===== src/ssp_defs.vh =====
// constants for the synchronous serial port: offsets, bit positions, reset values, counts
// assumes inclusion by bare name from the fifo and top design files of the port
`ifndef SSP_DEFS_VH
`define SSP_DEFS_VH

// --------------------------------
// register offsets
// --------------------------------
`define SSP_OFS_CTRL 12'h004
`define SSP_OFS_DATA 12'h008
`define SSP_OFS_STAT 12'h00C
`define SSP_OFS_CPSR 12'h010
`define SSP_OFS_MASK 12'h014
`define SSP_OFS_RAW 12'h018
`define SSP_OFS_MIS 12'h01C
`define SSP_OFS_ICR 12'h020

// --------------------------------
// field positions
// --------------------------------
`define SSP_BIT_LOOP 0
`define SSP_BIT_BUSY 4
`define SSP_BIT_RFF 3
`define SSP_BIT_RNE 2
`define SSP_BIT_TNF 1
`define SSP_BIT_TFE 0
`define SSP_BIT_TXI 3
`define SSP_BIT_RXI 2
`define SSP_BIT_RTI 1
`define SSP_BIT_ROR 0

// --------------------------------
// reset values and counts
// --------------------------------
`define SSP_RST_CPSR 8'h00
`define SSP_RST_MASK 4'h0
`define SSP_CPSR_KEEP 8'hFE
`define SSP_FIFO_DEPTH 8
`define SSP_FIFO_AW 3
`define SSP_FIFO_HALF 4'h4
`define SSP_FIFO_FULL 4'h8
`define SSP_CMD_TX_BITS 5'h08
`define SSP_FMT_CMD 2'h2
`define SSP_TO_HALF_TICKS 7'h40

`endif


===== src/ssp_sync.v =====
// three-stage synchroniser for one pin input with agreement filter
// assumes the pin is asynchronous to i_clk
`default_nettype none

module ssp_sync (
	input wire i_clk,
	input wire i_rst,
	input wire i_pin,
	output reg o_level
);

	reg s1_r;
	reg s2_r;
	reg s3_r;

	// first stage feeds only the second; change taken once stages two and three agree
	always @(posedge i_clk) begin
		if (i_rst) begin
			s1_r <= 1'b0;
			s2_r <= 1'b0;
			s3_r <= 1'b0;
			o_level <= 1'b0;
		end else begin
			s1_r <= i_pin;
			s2_r <= s1_r;
			s3_r <= s2_r;
			if (s2_r == s3_r) begin
				o_level <= s3_r;
			end
		end
	end

endmodule

`default_nettype wire


===== src/ssp_fifo.v =====
// 16-bit wide, eight-entry first-in first-out store
// assumes the caller never pushes when full nor pops when empty; such requests are dropped
`default_nettype none
`include "ssp_defs.vh"

module ssp_fifo (
	input wire i_clk,
	input wire i_rst,
	input wire i_push,
	input wire [15:0] i_wdata,
	input wire i_pop,
	output wire [15:0] o_head,
	output reg [3:0] o_count
);

	reg [15:0] mem_r [0:`SSP_FIFO_DEPTH-1];
	reg [`SSP_FIFO_AW-1:0] wptr_r;
	reg [`SSP_FIFO_AW-1:0] rptr_r;
	wire do_push;
	wire do_pop;

	assign do_push = i_push && (o_count != `SSP_FIFO_FULL);
	assign do_pop = i_pop && (o_count != 4'h0);
	assign o_head = mem_r[rptr_r];

	// storage has no reset; only pointers and count are control state
	always @(posedge i_clk) begin
		if (do_push) begin
			mem_r[wptr_r] <= i_wdata;
		end
	end

	always @(posedge i_clk) begin
		if (i_rst) begin
			wptr_r <= {`SSP_FIFO_AW{1'b0}};
			rptr_r <= {`SSP_FIFO_AW{1'b0}};
			o_count <= 4'h0;
		end else begin
			if (do_push) begin
				wptr_r <= wptr_r + 1'b1;
			end
			if (do_pop) begin
				rptr_r <= rptr_r + 1'b1;
			end
			if (do_push && !do_pop) begin
				o_count <= o_count + 4'h1;
			end else if (do_pop && !do_push) begin
				o_count <= o_count - 4'h1;
			end
		end
	end

endmodule

`default_nettype wire


===== src/ssp_top.v =====
// synchronous serial port: data, status, prescale and interrupt registers plus the shift engine
// assumes a register master with one-cycle strobes; format, size, rate and role come in as levels
`default_nettype none
`include "ssp_defs.vh"

module ssp_top (
	input wire i_ref_clk,
	input wire i_rst,
	input wire [11:0] i_addr,
	input wire [31:0] i_wdata,
	input wire i_wr,
	input wire i_rd,
	output reg [31:0] o_rdata,
	input wire i_port_en,
	input wire i_master,
	input wire [1:0] i_frame_fmt,
	input wire [3:0] i_data_size,
	input wire [7:0] i_scr,
	input wire i_slave_out_dis,
	input wire i_sclk,
	input wire i_fss_n,
	input wire i_rxd,
	output reg o_sclk,
	output reg o_fss_n,
	output reg o_txd,
	output reg o_txd_oe,
	output reg o_irq
);

	// --------------------------------
	// pin synchronisers
	// --------------------------------
	wire [2:0] pin_raw;
	wire [2:0] pin_s;
	wire sclk_s;
	wire fss_n_s;
	wire rxd_s;

	assign pin_raw = {i_sclk, i_fss_n, i_rxd};

	genvar gi;
	generate
		for (gi = 0; gi < 3; gi = gi + 1) begin : g_sync
			ssp_sync u_sync (
				.i_clk(i_ref_clk),
				.i_rst(i_rst),
				.i_pin(pin_raw[gi]),
				.o_level(pin_s[gi])
			);
		end
	endgenerate

	assign sclk_s = pin_s[2];
	assign fss_n_s = pin_s[1];
	assign rxd_s = pin_s[0];

	// --------------------------------
	// register decode
	// --------------------------------
	reg loop_r;
	reg [7:0] cpsr_r;
	reg [3:0] mask_r;
	reg ror_r;
	reg rto_r;

	wire wr_ctrl;
	wire wr_data;
	wire wr_cpsr;
	wire wr_mask;
	wire wr_icr;
	wire rd_data;

	assign wr_ctrl = i_wr && (i_addr == `SSP_OFS_CTRL);
	assign wr_data = i_wr && (i_addr == `SSP_OFS_DATA);
	assign wr_cpsr = i_wr && (i_addr == `SSP_OFS_CPSR);
	assign wr_mask = i_wr && (i_addr == `SSP_OFS_MASK);
	assign wr_icr = i_wr && (i_addr == `SSP_OFS_ICR);
	assign rd_data = i_rd && (i_addr == `SSP_OFS_DATA);

	// --------------------------------
	// fifos
	// --------------------------------
	wire [15:0] tx_head;
	wire [3:0] tx_count;
	wire [15:0] rx_head;
	wire [3:0] rx_count;
	wire tx_empty;
	wire tx_full;
	wire rx_empty;
	wire rx_full;
	reg rx_valid_r;
	reg [15:0] rx_word_r;
	reg tx_take_r;
	wire rx_push;
	wire rx_pop;

	assign tx_empty = (tx_count == 4'h0);
	assign tx_full = (tx_count == `SSP_FIFO_FULL);
	assign rx_empty = (rx_count == 4'h0);
	assign rx_full = (rx_count == `SSP_FIFO_FULL);
	assign rx_push = rx_valid_r && !rx_full;
	assign rx_pop = rd_data && !rx_empty;

	// fifos ignore the port enable so software can preload before enabling
	ssp_fifo u_txf (
		.i_clk(i_ref_clk),
		.i_rst(i_rst),
		.i_push(wr_data),
		.i_wdata(i_wdata[15:0]),
		.i_pop(tx_take_r),
		.o_head(tx_head),
		.o_count(tx_count)
	);

	ssp_fifo u_rxf (
		.i_clk(i_ref_clk),
		.i_rst(i_rst),
		.i_push(rx_push),
		.i_wdata(rx_word_r),
		.i_pop(rx_pop),
		.o_head(rx_head),
		.o_count(rx_count)
	);

	// --------------------------------
	// prescaler
	// --------------------------------
	reg [6:0] precnt_r;
	reg half_tick_r;
	wire [6:0] pre_half;

	// half of the even divisor gives a tick per half prescaled clock
	assign pre_half = (cpsr_r[7:1] == 7'h00) ? 7'h01 : cpsr_r[7:1];

	always @(posedge i_ref_clk) begin
		if (i_rst) begin
			precnt_r <= 7'h00;
			half_tick_r <= 1'b0;
		end else if (!i_port_en) begin
			precnt_r <= 7'h00;
			half_tick_r <= 1'b0;
		end else if (precnt_r + 7'h01 >= pre_half) begin
			precnt_r <= 7'h00;
			half_tick_r <= 1'b1;
		end else begin
			precnt_r <= precnt_r + 7'h01;
			half_tick_r <= 1'b0;
		end
	end

	// --------------------------------
	// shift engine
	// --------------------------------
	reg active_r;
	reg [15:0] sh_tx_r;
	reg [15:0] sh_rx_r;
	reg [4:0] bitcnt_r;
	reg [4:0] flen_r;
	reg [4:0] rxbits_r;
	reg [7:0] scrcnt_r;
	reg sclk_d_r;

	wire cmd_fmt;
	wire [4:0] rx_bits;
	wire [4:0] tx_bits;
	wire [4:0] frame_len;
	wire [15:0] tx_src;
	wire [15:0] load_w;
	wire [15:0] rx_mask;
	wire rx_bit;
	wire start_m;
	wire start_s;
	wire s_rise;
	wire s_fall;
	wire m_edge;
	wire sample;
	wire shift;
	wire last_bit;

	assign cmd_fmt = (i_frame_fmt == `SSP_FMT_CMD);
	assign rx_bits = {1'b0, i_data_size} + 5'h01;
	assign tx_bits = cmd_fmt ? `SSP_CMD_TX_BITS : rx_bits;
	// command frames send the command byte, then clock in the reply
	assign frame_len = cmd_fmt ? (`SSP_CMD_TX_BITS + rx_bits) : rx_bits;
	// slave with nothing queued sends zeros
	assign tx_src = tx_empty ? 16'h0000 : tx_head;
	// left-justify so upper unused bits never reach the pin
	assign load_w = tx_src << (5'h10 - tx_bits);
	assign rx_mask = 16'hFFFF >> (5'h10 - rxbits_r);
	assign rx_bit = loop_r ? o_txd : rxd_s;

	assign start_m = !active_r && i_port_en && i_master && !tx_empty;
	assign start_s = !active_r && i_port_en && !i_master && !fss_n_s;
	assign s_rise = sclk_s && !sclk_d_r;
	assign s_fall = !sclk_s && sclk_d_r;
	assign m_edge = half_tick_r && (scrcnt_r == i_scr);
	assign sample = active_r && (i_master ? (m_edge && !o_sclk) : s_rise);
	assign shift = active_r && (i_master ? (m_edge && o_sclk) : s_fall);
	assign last_bit = (bitcnt_r + 5'h01 == flen_r);

	always @(posedge i_ref_clk) begin
		if (i_rst) begin
			active_r <= 1'b0;
			sh_tx_r <= 16'h0000;
			sh_rx_r <= 16'h0000;
			bitcnt_r <= 5'h00;
			flen_r <= 5'h00;
			rxbits_r <= 5'h10;
			scrcnt_r <= 8'h00;
			sclk_d_r <= 1'b0;
			tx_take_r <= 1'b0;
			rx_valid_r <= 1'b0;
			rx_word_r <= 16'h0000;
			o_sclk <= 1'b0;
			o_fss_n <= 1'b1;
			o_txd <= 1'b0;
		end else begin
			sclk_d_r <= sclk_s;
			tx_take_r <= 1'b0;
			rx_valid_r <= 1'b0;
			if (start_m || start_s) begin
				active_r <= 1'b1;
				sh_tx_r <= load_w;
				o_txd <= load_w[15];
				bitcnt_r <= 5'h00;
				flen_r <= frame_len;
				rxbits_r <= rx_bits;
				scrcnt_r <= 8'h00;
				tx_take_r <= !tx_empty;
				o_fss_n <= !i_master;
			end else if (active_r && (!i_port_en || (!i_master && fss_n_s))) begin
				// abandoned frame: nothing is stored
				active_r <= 1'b0;
				o_sclk <= 1'b0;
				o_fss_n <= 1'b1;
			end else if (active_r) begin
				if (half_tick_r) begin
					scrcnt_r <= (scrcnt_r == i_scr) ? 8'h00 : scrcnt_r + 8'h01;
				end
				if (i_master && m_edge) begin
					o_sclk <= !o_sclk;
				end
				if (sample) begin
					sh_rx_r <= {sh_rx_r[14:0], rx_bit};
				end
				if (shift) begin
					sh_tx_r <= {sh_tx_r[14:0], 1'b0};
					o_txd <= sh_tx_r[14];
					bitcnt_r <= bitcnt_r + 5'h01;
					if (last_bit) begin
						active_r <= 1'b0;
						o_fss_n <= 1'b1;
						rx_valid_r <= 1'b1;
						rx_word_r <= sh_rx_r & rx_mask;
					end
				end
			end else begin
				o_sclk <= 1'b0;
				o_fss_n <= 1'b1;
			end
		end
	end

	// --------------------------------
	// control, prescale, mask registers
	// --------------------------------
	always @(posedge i_ref_clk) begin
		if (i_rst) begin
			loop_r <= 1'b0;
			cpsr_r <= `SSP_RST_CPSR;
			mask_r <= `SSP_RST_MASK;
		end else begin
			if (wr_ctrl) begin
				loop_r <= i_wdata[`SSP_BIT_LOOP];
			end
			if (wr_cpsr) begin
				cpsr_r <= i_wdata[7:0] & `SSP_CPSR_KEEP;
			end
			if (wr_mask) begin
				mask_r <= i_wdata[3:0];
			end
		end
	end

	// --------------------------------
	// latched interrupt conditions
	// --------------------------------
	reg [6:0] tocnt_r;
	wire to_hit;

	// timeout counts prescaled half ticks while rx data sits unread
	assign to_hit = half_tick_r && (tocnt_r == `SSP_TO_HALF_TICKS - 7'h01);

	always @(posedge i_ref_clk) begin
		if (i_rst) begin
			tocnt_r <= 7'h00;
		end else if (rx_empty || rx_valid_r || rx_pop || active_r) begin
			tocnt_r <= 7'h00;
		end else if (half_tick_r && (tocnt_r != `SSP_TO_HALF_TICKS)) begin
			tocnt_r <= tocnt_r + 7'h01;
		end
	end

	// set wins over a clear in the same cycle
	always @(posedge i_ref_clk) begin
		if (i_rst) begin
			ror_r <= 1'b0;
			rto_r <= 1'b0;
		end else begin
			if (rx_valid_r && rx_full) begin
				ror_r <= 1'b1;
			end else if (wr_icr && i_wdata[`SSP_BIT_ROR]) begin
				ror_r <= 1'b0;
			end
			if (to_hit) begin
				rto_r <= 1'b1;
			end else if (wr_icr && i_wdata[`SSP_BIT_RTI]) begin
				rto_r <= 1'b0;
			end
		end
	end

	// --------------------------------
	// status and read data
	// --------------------------------
	wire [3:0] raw;
	wire [3:0] masked;
	wire busy;
	reg [31:0] rd_nxt;

	assign raw[`SSP_BIT_TXI] = (tx_count <= `SSP_FIFO_HALF);
	assign raw[`SSP_BIT_RXI] = (rx_count >= `SSP_FIFO_HALF);
	assign raw[`SSP_BIT_RTI] = rto_r;
	assign raw[`SSP_BIT_ROR] = ror_r;
	assign masked = raw & mask_r;
	assign busy = active_r || !tx_empty;

	always @* begin
		rd_nxt = 32'h00000000;
		case (i_addr)
			`SSP_OFS_CTRL: begin
				rd_nxt[`SSP_BIT_LOOP] = loop_r;
			end
			`SSP_OFS_DATA: begin
				rd_nxt[15:0] = rx_empty ? 16'h0000 : rx_head;
			end
			`SSP_OFS_STAT: begin
				rd_nxt[`SSP_BIT_BUSY] = busy;
				rd_nxt[`SSP_BIT_RFF] = rx_full;
				rd_nxt[`SSP_BIT_RNE] = !rx_empty;
				rd_nxt[`SSP_BIT_TNF] = !tx_full;
				rd_nxt[`SSP_BIT_TFE] = tx_empty;
			end
			`SSP_OFS_CPSR: begin
				rd_nxt[7:0] = cpsr_r;
			end
			`SSP_OFS_MASK: begin
				rd_nxt[3:0] = mask_r;
			end
			`SSP_OFS_RAW: begin
				rd_nxt[3:0] = raw;
			end
			`SSP_OFS_MIS: begin
				rd_nxt[3:0] = masked;
			end
			default: begin
				rd_nxt = 32'h00000000;
			end
		endcase
	end

	always @(posedge i_ref_clk) begin
		if (i_rst) begin
			o_rdata <= 32'h00000000;
			o_irq <= 1'b0;
			o_txd_oe <= 1'b0;
		end else begin
			o_rdata <= i_rd ? rd_nxt : 32'h00000000;
			o_irq <= |masked;
			// a slave told to keep quiet never drives the line
			o_txd_oe <= i_port_en && (i_master || (!i_slave_out_dis && !fss_n_s));
		end
	end

endmodule

`default_nettype wire


===== config.mk =====
export PLATFORM = sky130hd
export DESIGN_NAME = ssp_top
export DESIGN_NICKNAME = d
export VERILOG_FILES = /design/src/ssp_sync.v /design/src/ssp_fifo.v /design/src/ssp_top.v
export VERILOG_INCLUDE_DIRS = /design/src
export SDC_FILE = /design/constraint.sdc
export NUM_CORES = 1
export LEC_CHECK = 0
export ABC_AREA = 1
export BUFFER_PORTS_ARGS = -buffer_cell sky130_fd_sc_hd__buf_2
export CELL_PAD_IN_SITES_DETAIL_PLACEMENT = 0
export CELL_PAD_IN_SITES_GLOBAL_PLACEMENT = 1
export CORE_AREA = 2 2 207 209
export CTS_CLUSTER_SIZE = 20
export DETAILED_ROUTE_END_ITERATION = 8
export DIE_AREA = 0 0 209 211
export MAX_ROUTING_LAYER = met4
export PLACE_DENSITY_LB_ADDON = 0.1
export SETUP_SLACK_MARGIN = 0.2
export SYNTH_ARGS = -nofsm -noshare
export SYNTH_HDL_FRONTEND = slang
export SYNTH_SLANG_ARGS = --single-unit

===== constraint.sdc =====
create_clock -name i_ref_clk -period 4.95 [get_ports i_ref_clk]
set_input_delay 0.7425 -clock i_ref_clk [delete_from_list [all_inputs] [get_ports i_ref_clk]]
set_output_delay 0.7425 -clock i_ref_clk [all_outputs]
set_load 0.005 [all_outputs]

After elaboration in Yosys (flattened, before gate mapping)
Memories as Yosys holds them, arrays and structs flattened. A register that Yosys moved wholly into a read port is not among the register bits.
Index checks and enable logic that the tools add are counted.
- eq/ne operators: 24
- shift-type cells: 2
- bitwise logic cells: 9
- add/subtract/negate cells: 16
- multiplexer cells: 52
- magnitude comparators: 3
- reduce and logical (&&, ||, !) cells: 88
- operator list (cell ; number):
    15-bit two-way mux ; 4
    12-bit by 5-bit == test with 1-bit output, second input constant ; 4
    1-bit logical AND ; 38
    16-bit two-way mux ; 2
    1-bit two-way mux ; 30
    12-bit by 4-bit == test with 1-bit output, second input constant ; 2
    3-bit case mux with 6 select lines ; 1
    16-bit AND ; 1
    1-bit logical NOT ; 16
    4-bit two-way mux ; 4
    16-bit by 5-bit << shifter with 16-bit output ; 1
    16-bit by 5-bit >> shifter with 16-bit output, first input constant ; 1
    7-bit by 1-bit adder with 7-bit output, second input constant ; 2
    3-bit by 1-bit adder with 3-bit output, second input constant ; 4
    12-bit by 3-bit == test with 1-bit output, second input constant ; 1
    12-bit by 6-bit == test with 1-bit output, second input constant ; 1
    3-bit two-way mux ; 4
    2-bit nonzero test ; 6
    5-bit two-way mux ; 2
    2-bit OR reduction ; 5
    5-bit subtractor, first input constant ; 2
    3-bit AND reduction ; 3
    4-bit by 1-bit adder with 4-bit output, second input constant ; 2
    8-bit by 1-bit adder with 8-bit output, second input constant ; 1
    other kinds (35) ; 57
- bits in registers: 172
- RAM bits: 256
- logic and storage cells: 241
- output and inout port bits: 37
- memories kept: 2
- input port bits: 68
- memory list (name ; depth ; width ; rd ports ; clocked after Yosys merged registers in ; write ports ; RTL line ; text):
    u_rxf.mem_r ; 8 ; 16 ; 1 ; 1 ; 1 ; ssp_fifo.v:16 ; reg [15:0] mem_r [0:`SSP_FIFO_DEPTH-1];
    u_txf.mem_r ; 8 ; 16 ; 1 ; 1 ; 1 ; ssp_fifo.v:16 ;

Logic depth before layout (Yosys ltp)
- word-level depth: 9
- mapped depth: 18
- gate-level depth less buffers: 18

By module
From an unflattened synthesis, not the netlist that was laid out.
- cell total of the unflattened synthesis: 2077
- area, all modules: 18734.2 µm²
- by module, submodules not included (module ; times used ; area an instance (µm²) ; sequential area each (µm²) ; cells each):
    ssp_top ; 1 ; 6889.1 ; 2422.3 ; 1029
    ssp_fifo (u_rxf) ; 1 ; 5788.1 ; 4103.9 ; 522
    ssp_fifo (u_txf) ; 1 ; 5693.0 ; 4103.9 ; 487
    ssp_sync ; 3 ; 121.4 ; 80.1 ; 13

Worst setup path after synthesis
No wires, ideal clock.
- kind: input to register
- from: input i_addr[1]
- to: memory u_txf.mem_r[0][0] (enable)
- path slack: 1.754 ns
- buffers on the path: 0
- data required time: 4.541 ns
- setup time: 0.409 ns
- cell stages on the path: 7
- data arrival time: 2.787 ns
- cell sequence: nor2_2 -> nand2_1 -> nor3_2 -> nand4_1 -> inv_1 -> nand2_1 -> nor3_1
- word-level cells in the longest chain between the ends: 5
- ends and longest elaborated chain (item ; RTL line ; text):
    start, declared ; ssp_top.v:9 ; input wire [11:0] i_addr,
    12-bit by 4-bit == test with 1-bit output ; n/a ;
    1-bit logical AND ; ssp_top.v:74 ; assign wr_data = i_wr && (i_addr == `SSP_OFS_DATA);
    1-bit logical AND ; ssp_fifo.v:22 ; assign do_push = i_push && (o_count != `SSP_FIFO_FULL);
    via u_txf.do_push ; ssp_fifo.v:19 ; wire do_push;
    1-bit two-way mux ; ssp_fifo.v:28 ; if (do_push) begin
    1-bit two-way mux (implied by the code) ; ssp_fifo.v:29 ; mem_r[wptr_r] <= i_wdata;
    end, declared ; ssp_fifo.v:16 ;
The timed path passes the listed nets, and every way through them passes these cells.

Worst setup path after layout
- from: input i_addr[1]
- to: register u_rxf.o_count[3]
- word-level cells in the longest chain between the ends: 7
- elaborated cells on any way between the ends: 9
- those cells by class: eq/ne (1); mux (1); reduce/logical (7)
- ends and longest elaborated chain (item ; RTL line ; text):
    12-bit by 4-bit == test with 1-bit output (*) ; n/a ;
    1-bit logical AND (*) ; ssp_top.v:78 ; assign rd_data = i_rd && (i_addr == `SSP_OFS_DATA);
    1-bit logical AND (*) ; ssp_top.v:102 ; assign rx_pop = rd_data && !rx_empty;
    1-bit logical AND (*) ; ssp_fifo.v:23 ; assign do_pop = i_pop && (o_count != 4'h0);
    1-bit logical NOT ; ssp_fifo.v:45 ; if (do_push && !do_pop) begin
    1-bit logical AND ; ssp_fifo.v:45 ;
    4-bit two-way mux or 2-bit nonzero test (tied branches) ; n/a ;
    end signal, assigned ; ssp_fifo.v:46 ; o_count <= o_count + 4'h1;
    end signal, assigned ; ssp_fifo.v:48 ; o_count <= o_count - 4'h1;
    end, declared ; ssp_fifo.v:13 ; output reg [3:0] o_count
Mark *: on every way between the ends. The rest lies on a longest branch, timed or not.
A chain may end at the register's enable or synchronous reset.

==> results.md <==
- Post-CTS setup buffer count: 0
- Wire length per cell: 17.6 um
- Worst Max-Slew Pin Slew: roughly 1100 ps
- RSZ-0062 raised after global routing: no
- Avg Inst Size Synth: approximately 9.6 um^2
- Number of synthesized flops with an enable pin: between 200 and 300
- Die Width: around 210 um
- CP Max Fanout: 4
- #FFs+latches synth: 415
- Final period utilization: 63.6%
- TritonCTS clock tree: done
- Total track usage: a little over a fifth
- Final GP Congestion: approximately 0.84
- Main synth FF type: edfxtp_1
- H-tree Lvls: 2
- Status: finished, final reports clean
- First-pass DRT Iterations: 5
- CP Data Arrival Time: between 3000 and 4000 ps
- Max VDD drop: around 0.00028 V
- Fillers: 3878
- Crit path kind: input pin to flop
- Synth warn: 0
- Row Count: 75
- Nets: ~2100
- Cts bufs inserted: 47
- First-pass GRT wire length: roughly 70000 um
- Post-CTS sizing: 0
- HP Class: input pin to flop
- CTS Buffer Depth: 3
- Util after Layout: ~49%
- Die ar.: around 44000 um^2
- Post-detailed-routing wire length: about 45000 um
- Initial drt markers: roughly 800
- Power per cell area: 361 nW/um^2
- Die Ht: roughly 210 um
- Critical Path RT: approximately 5400 ps
- Root Driver: clkbuf_16
- Vias in the first global route: between 10000 and 15000
- CTS Sinks: approximately 420
- Setup-failing EPs final: 0
- Final hold violations: 0
- # DRC: 0
- Layout cell share with drive strength beyond 1: between 10% and 20%
- Buffers added on ports: 72
- Worst Skew: approximately 13 ps
- P&R area growth vs syn: 13.1%
- I/O pin count: 105
- Relative slew slack: 25.6%
- Dpl hpwl: approximately 29000 um
- Sequential area share after synthesis: between 50% and 60%
- Minimum clock period: ~3100 ps
- F_max: around 0.32 GHz
- Core area: about 42000 um^2
- Max-slew violation count: 0
- Final ANT Viol Nets: 0
- Initial antenna violation count: 2
- Routed via count: 13146
- Clk slew on worst S/H paths: approximately 60 ps
- Crit. End Element: flop
- Max-Cap Viols: 0
- P_leak: about 0.0078 uW
- Initial Util: between 40 and 50%
- CP Launch Type: input pin
- Count of different cell masters after synthesis: between 50 and 60
- Synth Cell Area: around 18000 um^2
- Sum of negative setup slack: 0 ps
- Syn Inst Count: 1893
- Vias per cell: about 5.2
- Hold_buf cts: 0
- Largest net degree at the start of global routing: 65
- Gr ovfl total: 0
- Async SR Flop Fraction: 0%
- Worst skew pair latency: 580 ps
## power by group
| group | internal [uW] | switching [uW] | total, uW |
|---|---|---|---|
| clock | 2030 | 1420 | 3440 |
| sequential | 3660 | 9.82 | 3670 |
| combinational | 90.8 | 216 | 307 |
## layer usage
layer | routed length [um] | vias up | track usage (%)
met5 | 0 | - | -
met4 | 1380 | 0 | 8.05
met3 | 1770 | 82 | 3.39
met2 | 21100 | 238 | 35.0
met1 | 20600 | 6216 | 27.0
li1 | - | 6610 | -
## area by class of cell
type | instances | area, um^2 | area share, %
repair buffers | 100 | 571 | 2.78
clock buffers | 59 | 1260 | 6.15
flip-flops and latches | 415 | 10900 | 52.9
well taps | 539 | 674 | 3.28
multi-input cells | 1224 | 6220 | 30.3
clock inverters | 28 | 272 | 1.32
inverters | 176 | 661 | 3.22
diodes | 2 | 5.00 | 0.0244
## registers in the layout, indices dropped and copies added, names as in the netlist, 4 cells and up, named ones only
register / flops
scrcnt_r: 8
u_rxf.mem_r: 128
sh_rx_r: 16
u_txf.mem_r: 128
sh_tx_r: 15
bitcnt_r: 5
mask_r: 4
flen_r: 5
tocnt_r: 7
o_rdata: 16
precnt_r: 7
u_txf.o_count: 4
u_rxf.o_count: 4
rx_word_r: 16
cpsr_r: 7
## logic make-up after synthesis
kind of cell	after synthesis	synth area share (%)
and+or+nand+nor	783	18.9
DFF	415	59.9
AOI/OAI and AO/OA	365	11.0
buffers and inverters	269	6.39
adders and majority gates	31	2.22
xor gates and xnor gates	29	1.50
other	1	0.0207
## cell usage in the layout (no fill, tap or decap), types with 4 or more instances in the layout
master / netlist / routed
and3_1: 5 / 5
nand2_2: 4 / 4
buf_4: 21 / 28
nor3_1: 21 / 13
nor2_4: 6 / 6
xor2_1: 20 / 20
nor3_2: 2 / 10
nand4_1: 29 / 29
edfxtp_1: 256 / 256
o22ai_1: 28 / 28
o21ai_0: 182 / 182
clkbuf_1: 40 / 9
clkinv_2: 0 / 8
a211oi_1: 9 / 9
conb_1: 1 / 16
nor2_1: 259 / 259
a31oi_1: 6 / 6
nand3_1: 154 / 154
ha_1: 29 / 29
inv_2: 11 / 11
nand2_4: 4 / 4
buf_2: 19 / 72
o2111ai_1: 4 / 4
nand2_1: 279 / 279
o211ai_1: 7 / 7
dfxtp_1: 159 / 157
clkbuf_16: 0 / 48
xnor2_1: 8 / 8
o21ai_1: 13 / 13
inv_1: 163 / 162
a21oi_1: 93 / 93
bufinv_16: 0 / 4
o221ai_1: 8 / 8
clkinv_1: 2 / 12
## worst paths after layout
check                     endpoint  slack, ps                  start  cells past startpoint
max               u_rxf.o_count[3]       1800              i_addr[1]                     19
min                       o_txd_oe        350        i_slave_out_dis                      2
max reg2reg       u_rxf.o_count[3]       1950       u_rxf.o_count[0]                     16
min reg2reg  g_sync[1].u_sync.s2_r        400  g_sync[1].u_sync.s1_r                      2
## cells in the mapped netlist (7+ instances only)
cell        n  area [um^2]
nand2_1   279         1050
nor2_1    259          972
edfxtp_1  256         7690
o21ai_0   182          911
inv_1     163          612
dfxtp_1   159         3180
nand3_1   154          771
a21oi_1    93          465
clkbuf_1   40          150
ha_1       29          363
nand4_1    29          181
o22ai_1    28          175
buf_4      21          158
nor3_1     21          105
xor2_1     20          175
buf_2      19         95.1
o21ai_1    13         65.1
inv_2      11         41.3
a211oi_1    9         67.6
o221ai_1    8         70.1
xnor2_1     8         70.1
o211ai_1    7         52.6
## critical path, stage by stage
cell and delay, ps:
buf_2 100, nor2_2 180, nand2_1 150, nor3_2 280, inv_1 110, nor2_1 140
nand2_1 110, nor2_1 200, inv_1 120, ha_1 240, inv_1 110, ha_1 270
and3_1 190, a211oi_1 230, nor2_1 70, nor2_1 80, nand2_1 60, o21ai_0 140
a21oi_1 60
## stage by stage
stage                     cells  setup slack [ps]  hold slack (ps)  power, uW  instance area [um^2]
after floorplan            1908              1750              388       3960                 18200
after global placement     2454              1250              391       4050                 19000
after detailed placement   2454              1230              398       4050                 19000
after CTS                  2541              1860              308       7520                 20500
after global routing       2543              1480              325       7690                 20500
final                      2543              1800              346       7420                 20500
(Power assumes the default switching activity.)
